--- src/keypad_scanner_params.svh ---
`ifndef KEYPAD_SCANNER_PARAMS_SVH
`define KEYPAD_SCANNER_PARAMS_SVH

// ****************************************************
// Timing
// ****************************************************
// Core clock period and the internal 1 MHz base tick period
`define CLK_PERIOD_NS   50
`define BASE_PERIOD_NS  1000
// Core cycles per base tick, rounded up
`define PRE_CYCLES ((`BASE_PERIOD_NS + `CLK_PERIOD_NS - 1) / `CLK_PERIOD_NS)
// Base ticks per debounce sample (about 244 Hz)
`define DEB_DIV         4096
// Debounce samples per row step (about 30.5 Hz)
`define SCAN_DIV        8
// Equal samples needed to accept a press
`define DEB_SAMPLES     3

// ****************************************************
// Values and fields
// ****************************************************
`define COL_IDLE        4'hF
`define ROW_IDLE        4'hF
`define ROW_CNT_RESET   2'h0
`define KEY_RESET       4'h0
`define KEY_ROW_MSB     3
`define KEY_ROW_LSB     2
`define KEY_COL_MSB     1
`define KEY_COL_LSB     0

`endif

--- src/keypad_scanner_pkg.sv ---
package keypad_scanner_pkg;

  // Key code: row in the upper pair, column in the lower pair
  typedef struct packed {
    logic [1:0] row;
    logic [1:0] col;
  } key_code_t;

  // Report state of the valid flag
  typedef enum logic {
    WAIT_PRESS,
    KEY_REPORTED
  } report_state_t;

endpackage

--- src/keypad_scanner.sv ---
// Notes on behaviour
// - Host clear resets valid flag and key code unless a press is taken that cycle
// - Valid rises after debounce, holds until clear
// - Row drive is inverted one-hot of counter
// - Row counter steps continuously near 31 Hz
// - Columns active low; all ones means idle
// - Accept after three equal debounce samples
// - Row step eight times slower than debounce
// - Flag and key code captured together
// - Inverted column priority-encoded to two bits
// - Row part is current scan counter value
// - Row in bits 3..2, column in 1..0
// - Key code held while flag high
// - Multiple simultaneous keys on one row are ignored
`timescale 1ns/1ps
`default_nettype none

`include "keypad_scanner_params.svh"

module keypad_scanner
  import keypad_scanner_pkg::*;
#(
  parameter int DEB_TICKS = `DEB_DIV
) (
  input  wire logic       clk,
  input  wire logic       rstn,
  input  wire logic       ce,
  input  wire logic       hostClear,
  input  wire logic [3:0] colSense,
  output var  logic [3:0] rowDrive,
  output var  key_code_t  keyCode,
  output var  logic       pressValidFlag
);

  localparam logic [4:0]  PRE_LAST  = 5'(`PRE_CYCLES - 1);
  localparam logic [11:0] DEB_LAST  = 12'(DEB_TICKS - 1);
  localparam logic [2:0]  SCAN_LAST = 3'(`SCAN_DIV - 1);

  // ****************************************************
  // Tick dividers
  // ****************************************************
  logic [4:0]  preCount_reg;
  logic [4:0]  preCount_next;
  logic [11:0] debCount_reg;
  logic [11:0] debCount_next;
  logic [2:0]  scanDiv_reg;
  logic [2:0]  scanDiv_next;
  logic        baseTick;
  logic        debTick;
  logic        scanTick;

  // Base 1 MHz tick, then debounce tick, then row step
  assign baseTick = (preCount_reg == PRE_LAST);
  assign debTick  = baseTick && (debCount_reg == DEB_LAST);
  assign scanTick = debTick && (scanDiv_reg == SCAN_LAST);

  always_comb begin
    preCount_next = baseTick ? 5'h00 : preCount_reg + 5'h01;
    debCount_next = debCount_reg;
    scanDiv_next  = scanDiv_reg;
    if (baseTick) begin
      debCount_next = debTick ? 12'h000 : debCount_reg + 12'h001;
    end
    if (debTick) begin
      scanDiv_next = scanDiv_reg + 3'h1; // Wraps after eight samples
    end
  end

  always_ff @(posedge clk or negedge rstn) begin
    if (!rstn) begin
      preCount_reg <= 5'h00;
      debCount_reg <= 12'h000;
      scanDiv_reg  <= 3'h0;
    end else if (ce) begin
      preCount_reg <= preCount_next;
      debCount_reg <= debCount_next;
      scanDiv_reg  <= scanDiv_next;
    end
  end

  // ****************************************************
  // Row scan
  // ****************************************************
  logic [1:0] scanCount_reg;
  logic [1:0] scanCount_next;
  logic [3:0] rowDrive_reg;
  logic [3:0] rowDrive_next;

  // Free-running; no trigger needed to keep scanning
  always_comb begin
    scanCount_next = scanCount_reg;
    if (scanTick) begin
      scanCount_next = scanCount_reg + 2'h1;
    end
    rowDrive_next = ~(4'h1 << scanCount_next);
  end

  always_ff @(posedge clk or negedge rstn) begin
    if (!rstn) begin
      scanCount_reg <= `ROW_CNT_RESET;
      rowDrive_reg  <= ~4'h1;
    end else if (ce) begin
      scanCount_reg <= scanCount_next;
      rowDrive_reg  <= rowDrive_next;
    end
  end

  assign rowDrive = rowDrive_reg;

  // ****************************************************
  // Debounce
  // ****************************************************
  logic [3:0] colNewest;
  logic       colStable;

  // History is flushed on a row step so that samples from two
  // rows can never be mistaken for one steady press
  debounce_stage #(
    .WIDTH (4),
    .DEPTH (`DEB_SAMPLES)
  ) u_debounce (
    .clk      (clk),
    .rstn     (rstn),
    .ce       (ce),
    .sampleEn (debTick),
    .flush    (scanTick),
    .din      (colSense),
    .newest   (colNewest),
    .stable   (colStable)
  );

  // ****************************************************
  // Column encode and press qualification
  // ****************************************************
  logic [3:0] colActive;
  logic       singleKey;
  logic [1:0] colCode;
  logic       goodNow;
  logic       goodPrev_reg;
  logic       goodPrev_next;
  logic       acceptPulse;

  // Inverted, so a pressed column reads as a one
  assign colActive = ~colNewest;
  // Exactly one column low; none or several is no press
  assign singleKey = (colActive != 4'h0)
                   && ((colActive & (colActive - 4'h1)) == 4'h0);

  always_comb begin
    casez (colActive)
      4'b???1: colCode = 2'h0;
      4'b??10: colCode = 2'h1;
      4'b?100: colCode = 2'h2;
      default: colCode = 2'h3;
    endcase
  end

  // A held key is reported once per pass over its row, on the first agreeing sample
  assign goodNow     = colStable && singleKey;
  assign acceptPulse = debTick && goodNow && !goodPrev_reg;

  always_comb begin
    goodPrev_next = goodPrev_reg;
    if (debTick) begin
      goodPrev_next = goodNow;
    end
  end

  always_ff @(posedge clk or negedge rstn) begin
    if (!rstn) begin
      goodPrev_reg <= 1'b0;
    end else if (ce) begin
      goodPrev_reg <= goodPrev_next;
    end
  end

  // ****************************************************
  // Report state, flag and key code
  // ****************************************************
  report_state_t state_reg;
  report_state_t state_next;
  key_code_t     keyCode_reg;
  key_code_t     keyCode_next;
  logic          acceptTake;

  // Presses while reported are dropped, not queued
  assign acceptTake = acceptPulse && (state_reg == WAIT_PRESS);

  // A press in the clear cycle wins over the clear
  always_comb begin
    state_next   = state_reg;
    keyCode_next = keyCode_reg;
    case (state_reg)
      WAIT_PRESS: begin
        if (acceptTake) begin
          state_next       = KEY_REPORTED;
          keyCode_next.row = scanCount_reg;
          keyCode_next.col = colCode;
        end else if (hostClear) begin
          keyCode_next = `KEY_RESET;
        end
      end
      KEY_REPORTED: begin
        if (hostClear) begin
          state_next   = WAIT_PRESS;
          keyCode_next = `KEY_RESET;
        end
      end
      default: begin
        state_next = WAIT_PRESS;
      end
    endcase
  end

  always_ff @(posedge clk or negedge rstn) begin
    if (!rstn) begin
      state_reg   <= WAIT_PRESS;
      keyCode_reg <= `KEY_RESET;
    end else if (ce) begin
      state_reg   <= state_next;
      keyCode_reg <= keyCode_next;
    end
  end

  // Flag is the state itself, usable as a level interrupt
  assign pressValidFlag = (state_reg == KEY_REPORTED);
  assign keyCode        = keyCode_reg;

  // Row period counted in core cycles; check helper only
  localparam logic [19:0] ROW_LAST =
    20'(`PRE_CYCLES * DEB_TICKS * `SCAN_DIV - 1);
  logic [19:0] rowAge_reg;
  logic [19:0] rowAge_next;

  always_comb begin
    rowAge_next = rowAge_reg + 20'h00001;
    if (scanTick) begin
      rowAge_next = 20'h00000;
    end
  end

  always_ff @(posedge clk or negedge rstn) begin
    if (!rstn) begin
      rowAge_reg <= 20'h00000;
    end else if (ce) begin
      rowAge_reg <= rowAge_next;
    end
  end
endmodule

`default_nettype wire

--- src/debounce_stage.sv ---
`timescale 1ns/1ps
`default_nettype none

`include "keypad_scanner_params.svh"

module debounce_stage #(
  parameter int WIDTH = 4,
  parameter int DEPTH = 3
) (
  input  wire logic             clk,
  input  wire logic             rstn,
  input  wire logic             ce,
  input  wire logic             sampleEn,
  input  wire logic             flush,
  input  wire logic [WIDTH-1:0] din,
  output var  logic [WIDTH-1:0] newest,
  output var  logic             stable
);

  logic [WIDTH-1:0] hist_reg  [DEPTH];
  logic [WIDTH-1:0] hist_next [DEPTH];

  // ****************************************************
  // Sample history
  // ****************************************************
  // Flush fills with idle so stale samples never match
  always_comb begin
    for (int i = 0; i < DEPTH; i++) begin
      hist_next[i] = hist_reg[i];
    end
    if (flush) begin
      for (int i = 0; i < DEPTH; i++) begin
        hist_next[i] = WIDTH'(`COL_IDLE);
      end
    end else if (sampleEn) begin
      hist_next[0] = din;
      for (int i = 1; i < DEPTH; i++) begin
        hist_next[i] = hist_reg[i-1];
      end
    end
  end

  always_ff @(posedge clk or negedge rstn) begin
    if (!rstn) begin
      for (int i = 0; i < DEPTH; i++) begin
        hist_reg[i] <= WIDTH'(`COL_IDLE);
      end
    end else if (ce) begin
      hist_reg <= hist_next;
    end
  end

  // ****************************************************
  // Agreement of all samples
  // ****************************************************
  always_comb begin
    stable = 1'b1;
    for (int i = 1; i < DEPTH; i++) begin
      if (hist_reg[i] != hist_reg[0]) begin
        stable = 1'b0;
      end
    end
  end

  assign newest = hist_reg[0];

  // ****************************************************
  // Checks
  // ****************************************************
  // Samples taken since the last flush, saturating; check helper only
  logic [7:0] sinceFlush_reg;
  logic [7:0] sinceFlush_next;

  always_comb begin
    sinceFlush_next = sinceFlush_reg;
    if (flush) begin
      sinceFlush_next = 8'h00;
    end else if (sampleEn && sinceFlush_reg < 8'(DEPTH)) begin
      sinceFlush_next = sinceFlush_reg + 8'h01;
    end
  end

  always_ff @(posedge clk or negedge rstn) begin
    if (!rstn) begin
      sinceFlush_reg <= 8'h00;
    end else if (ce) begin
      sinceFlush_reg <= sinceFlush_next;
    end
  end
endmodule

`default_nettype wire

--- config.mk ---
export PLATFORM = sky130hd
export DESIGN_NAME = keypad_scanner
export DESIGN_NICKNAME = d
export VERILOG_FILES = /design/src/keypad_scanner_pkg.sv /design/src/keypad_scanner.sv /design/src/debounce_stage.sv
export VERILOG_INCLUDE_DIRS = /design/src /design/src/src
export SDC_FILE = /design/constraint.sdc
export NUM_CORES = 1
export LEC_CHECK = 0
export ABC_CLOCK_PERIOD_IN_PS = 2000
export BUFFER_PORTS_ARGS = -buffer_cell sky130_fd_sc_hd__buf_4
export CAP_MARGIN = 20
export CORE_MARGIN = 1.5
export CORE_UTILIZATION = 40
export DETAILED_ROUTE_END_ITERATION = 7
export HOLD_SLACK_MARGIN = 0.12
export PLACE_DENSITY = 0.56
export SYNTH_ARGS = -nofsm -noshare
export SYNTH_HDL_FRONTEND = slang
export SYNTH_SLANG_ARGS = --single-unit
export TNS_END_PERCENT = 1
--- constraint.sdc ---
create_clock -name clk -period 2 [get_ports clk]
set_clock_uncertainty 0.05 [all_clocks]
set_input_delay 0.2 -clock clk [delete_from_list [all_inputs] [get_ports clk]]
set_output_delay 0.2 -clock clk [all_outputs]
set_load 0.02 [all_outputs]
Word level (Yosys, flattened, before mapping)
Cells that the tools add are included.
Widths: inputs -> output; s select.
{"block": "word_totals", "output_inout_bits": 9, "regBits": 44, "inputBits": 8}
{"block": "op_classes", "bitwise_logic": 4, "n_reduce_logical": 14, "n_mux": 14, "addsub": 5, "n_shift": 1, "n_eq_ne": 7}
{"operator": "$mux 12", "n": 3}
{"operator": "$add 12x1->12 const B", "n": 1}
{"operator": "$eq 12x12->1 const B", "n": 1}
{"operator": "$mux 4", "n": 2}
{"operator": "$ne 4x4->1", "n": 2}
{"operator": "$not 4->4", "n": 2}
{"operator": "$pmux 4 s2", "n": 1}
{"operator": "$logic_and 1x1->1", "n": 7}
{"operator": "$eq 3x3->1 const B", "n": 2}
{"operator": "$pmux 2 s3", "n": 1}
{"operator": "$reduce_and 2->1", "n": 3}
{"operator": "$add 5x1->5 const B", "n": 1}
{"operator": "$eq 5x5->1 const B", "n": 1}
{"operator": "$mux 5", "n": 1}
{"operator": "$and 4x4->4", "n": 1}
{"operator": "$logic_not 4->1", "n": 1}
{"operator": "$mux 1", "n": 4}
{"operator": "$reduce_bool 4->1", "n": 1}
{"operator": "$shl 1x2->4 const A", "n": 1}
{"operator": "$sub 4x1->4 const B", "n": 1}
{"operator": "$add 3x1->3 const B", "n": 1}
{"operator": "$add 2x1->2 const B", "n": 1}
{"operator": "$eq 2x2->1 const B", "n": 1}
{"operator": "$mux 2", "n": 1}
{"operator": "4 further kinds", "n": 4}

Depth between registers and ports, before layout
{"block": "depth", "word_depth": 11, "depth_mapped": 7, "mapped_depth_nobuf": 6}

Cells and area by module
Synthesis repeated with hierarchy kept, for this count alone.
{"block": "unflattened", "hier_cells": 231, "area_unflattened_um2": 2259.7}
{"mod": "keypad_scanner", "n_inst": 1, "area_each_um2": 1674.1, "cells_each": 165, "seq_area_each_um2": 804.5}
{"mod": "debounce_stage", "n_inst": 1, "area_each_um2": 585.6, "cells_each": 66, "seq_area_each_um2": 315.3}

Worst setup path before layout
Ideal clock, no wire load.
{"block": "synth_path", "path_kind": "register to register", "from": "register u_debounce.hist_reg (netlist bit u_debounce.newest[1])", "to": "register keyCode_reg (netlist bit keyCode[0])", "setup_slack_ns": 0.035, "path_stages_with_launch": 7, "setup_ns": 0.087, "arrival_time_ns": 1.829, "required_ns": 1.863, "cell_sequence": "dfstp_2 > buf_6 > xnor2_1 > a2111oi_1 > a41oi_1 > or4_1 > o211ai_1"}
{"block": "synth_via", "elab_chain_cells": 11, "elab_cells_between_ends": 19, "cone_classes": "add/sub: 1; eq/ne: 4; mux: 5; bitwise: 2; reduce/logical: 7"}
{"element": "start, declared", "line": "debounce_stage.sv:20", "text": "logic [WIDTH-1:0] hist_reg [DEPTH];"}
{"element": "start signal, assigned by index", "line": "debounce_stage.sv:46", "text": "hist_reg[i] <= WIDTH'(`COL_IDLE);"}
{"element": "start signal, assigned", "line": "debounce_stage.sv:49", "text": "hist_reg <= hist_next;"}
{"element": "$not 4->4", "line": "keypad_scanner.sv:144", "text": "assign colActive = ~colNewest;"}
{"element": "$sub 4x1->4", "line": "keypad_scanner.sv:147", "text": "&& ((colActive & (colActive - 4'h1)) == 4'h0);"}
{"element": "$and 4x4->4", "line": "keypad_scanner.sv:147"}
{"element": "$logic_not 4->1", "line": "keypad_scanner.sv:147"}
{"element": "$logic_and 1x1->1", "line": "keypad_scanner.sv:147"}
{"element": "$logic_and 1x1->1", "line": "keypad_scanner.sv:159", "text": "assign goodNow = colStable && singleKey;"}
{"element": "$logic_and 1x1->1 (2 in series)", "line": "keypad_scanner.sv:160", "text": "assign acceptPulse = debTick && goodNow && !goodPrev_reg;"}
{"element": "$logic_and 1x1->1", "line": "keypad_scanner.sv:187", "text": "assign acceptTake = acceptPulse && (state_reg == WAIT_PRESS);"}
{"element": "$mux 4 (*)", "line": "keypad_scanner.sv:195", "text": "if (acceptTake) begin"}
{"element": "$pmux 4 s2 (*)", "line": "keypad_scanner.sv:193", "text": "case (state_reg)"}
{"element": "end signal, assigned", "line": "keypad_scanner.sv:218", "text": "keyCode_reg <= `KEY_RESET;"}
{"element": "end signal, assigned", "line": "keypad_scanner.sv:221", "text": "keyCode_reg <= keyCode_next;"}
{"element": "end, declared", "line": "keypad_scanner.sv:182", "text": "key_code_t keyCode_reg;"}
Mark *: on every way between the ends. The rest lies on a longest branch, timed or not.
A chain may end at the register's enable or synchronous reset.

Final worst setup path
Same ends and word-level chain as after synthesis.

==> impl_metrics.ini <==
[worst_setup_path]
r2r_cells = 5
critPathArrivalTime_ns = 2.07
slowest_delay_ns = 0.58
crit_family = compound AO/OA/AOI/OAI gates
path_cells = and3_2 > o211ai_1 > a221o_1 > or4_1 > o211ai_1
worstReg2RegStart = u_debounce.newest[1]
critPathBufInv = 0
timing.critical_path.required_ns = 2.16
r2r_end = keyCode[0]
r2r_setup_slack_ns = 0.09
startpoint_type = flip-flop
crit_top_cell = o211ai_1
path_max_fanout = 4
cp_slowest_cell = dfstp_2
worstSetupEndpointType = flip-flop
worstSetupPathType = reg -> reg

[clock_network]
htree_levels = 2
path_clk_slew_ns = 0.08
clock_sinks = 44
clk_path_buf_depth = 2
cts_tree = done
cts_root_buf = clkbuf_8
cts_inserted_buffers = 5
clock_latency_ns = 0.29

[timing]
drv_slew = 0
setup_ws_ns = 0.09184
fin_crit_sh_pct = 95.41
final.min_clock_period_ns = 1.908
setup_viol = 0
max_freq_mhz = 524.1
setup_tns_ns = 0
tightest_slew_ns = 0.5458
rsz0062_at_grt = yes
hold_viol = 0
maxSlewHeadroom_pct = 63.62

[layout]
drive_gt1_share_pct = 30.42
fill_cells = 501
nets = 274
area_growth_pct = 26.46
largest_reg_flops = 12
antenna_cells = 0
final_area_um2 = 2715

[logic_synthesis]
syn_avg_cell_area_um2 = 9.849
synth.top_cells.by_area = dfrtp_1 (34%), dfstp_2 (18%), nand2_1 (8.9%)
synth_common_cells = nand2_1 (51), dfrtp_1 (29), o21ai_0 (16), dfstp_2 (15), nor2_1 (15)
netlist_area_um2 = 2147
yosysSeqAreaShare_pct = 52.16
synth.distinct_cells = 41
synth_edf_count = 0
yosys.area.top_type = dfrtp_1
ys_warn_count = 0
syn-num-nets = 230
yosys_register_bits = 44
synth_most_common_cell = nand2_1
synth_cells = 218
post-synth-top-area-fraction_pct = 33.80
ys_async_sr_fraction_pct = 100.0
synth_top_flop_cell = dfrtp_1

[routing]
routed_wl_um = 4249
first_iter_violations = 84
dr.pass1.iters = 4
postRouteAntennaNets = 0
wl_per_cell_um = 12.76
viasPerCell = 4.952
dr_total_vias = 1649
drc = 0

[global_routing]
gr-total-overflow = 0
grt_max_degree = 45
antenna_found_initial = 0
grt_pass1_vias = 1584
grtUsageTotal_pct = 16.09
grt_pass1_wl_um = 7348

[floorplan]
initial_core_util_pct = 41.77
io_pins = 17
die_y_um = 76.27
rows = 26
die_w_um = 76.27
core-area_um2 = 5140
die-area_um2 = 5816

[hold_path]
min_path_type = in -> reg
holdPathEnd = keyCode[0]
min_from = hostClear
whs_path_depth = 3

[placed_design]
post_dp_cell_area_um2 = 2471
gp_congestion = 0.7557
port_buffers = 16
pre_cts_slack_ns = 0.01930
dp_hpwl_um = 2915

[run_status]
status = finished, final reports clean

[power_and_ir_drop]
powerDensity_nw_per_um2 = 765.0
power.total_mw = 2.077
leakagePower_nw = 1.257
peakVddDrop_mv = 0.3790

[job]
cap_viol_max_count = 0
## where the power goes
part | total, mW | switching (mW) | internal [mW] | leakage (nW)
Combinational | 0.306 | 0.144 | 0.162 | 0.663
Clock | 0.736 | 0.295 | 0.441 | 0.0645
Sequential | 1.03 | 0.0711 | 0.964 | 0.530
Total | 2.08 | 0.510 | 1.57 | 1.26
## tightest hold or removal path: cells and delay by family
| family | cells | cell delay, ns |
|---|---|---|
| and+or+nand+nor | 1 | 0.09 |
| buffers and inverters | 1 | 0.08 |
| AOI/OAI and AO/OA | 1 | 0.09 |
## logic make-up after synthesis
logic type / share of synthesized area [%]
flip-flops: 52.16
AO/OA/AOI/OAI: 8.391
XOR/XNOR: 6.527
AND/OR/NAND/NOR: 25.52
multiplexers: 2.448
adder cells (fa/ha/maj): 2.331
buffers and inverters: 2.622
## area by class of cell
cell class / count / area (um2) / share of cell area [%]
Sequential cell: 44 / 1120 / 41.24
Multi-Input combinational cell: 161 / 1013 / 37.33
Timing Repair Buffer: 44 / 342.8 / 12.63
Clock buffer: 7 / 96.34 / 3.548
Tap cell: 70 / 87.58 / 3.226
Clock inverter: 1 / 30.03 / 1.106
Inverter: 6 / 25.02 / 0.9217
## stage by stage
stage | hold slack (ns) | std cells | utilization, %
floorplan | -0.1456 | 218 | -
global placement | 0.1816 | 317 | 48.08
detailed placement | 0.1792 | 317 | 48.08
CTS | 0.1598 | 330 | 51.51
global route | 0.1814 | 333 | 52.82
finish | 0.1626 | 333 | 52.82
## layer usage
metal  vias to the layer above  track usage, %  part of all wire [%]
met4                         0           7.222                   2.0
met3                         8           3.593                   2.3
met2                        19           25.45                    47
li1                        837               -                     -
met5                         -               0                     0
met1                       785           21.07                    49
## worst max path at each step
| stage | from | to | slack [ns] | cells after the start |
|---|---|---|---|---|
| after global routing | debCount_reg[3] | keyCode[2] | -0.02 | 6 |
| after global placement | u_debounce.newest[1] | keyCode[0] | 0.05 | 5 |
| after CTS | u_debounce.newest[1] | keyCode[0] | 0.0009 | 5 |
| final | u_debounce.newest[1] | keyCode[0] | 0.09 | 5 |
| after floorplan | u_debounce.newest[1] | keyCode[0] | 0.03 | 6 |
| after detailed placement | u_debounce.newest[1] | keyCode[0] | 0.02 | 5 |
## placed cells by master, fill, tap and decap left out, types with 2 or more instances in the layout
cell	count
buf_4	39
nand3_1	8
dfrtp_1	29
dfstp_2	15
a31oi_1	2
mux2i_1	3
nand2_1	51
xnor2_1	10
ha_1	4
a21o_1	2
nand4_1	8
mux2_2	2
dlygate4sd3_1	5
o21ai_0	16
nor2_1	15
nor3_1	4
clkbuf_8	7
nor3b_1	2
nor4_4	2
xor2_1	5
inv_1	5
o211ai_1	2
nor2b_1	2
and2_1	2
## what timing repair did
action / in CTS / in global routing
hold buffers: 5 / 0
endpoints found under the setup margin: 0 / 6
buffers inserted: 0 / 3
endpoints found under the hold margin: 33 / 0
gates resized for setup: 0 / 8
Power figures use the tool's default switching activity.
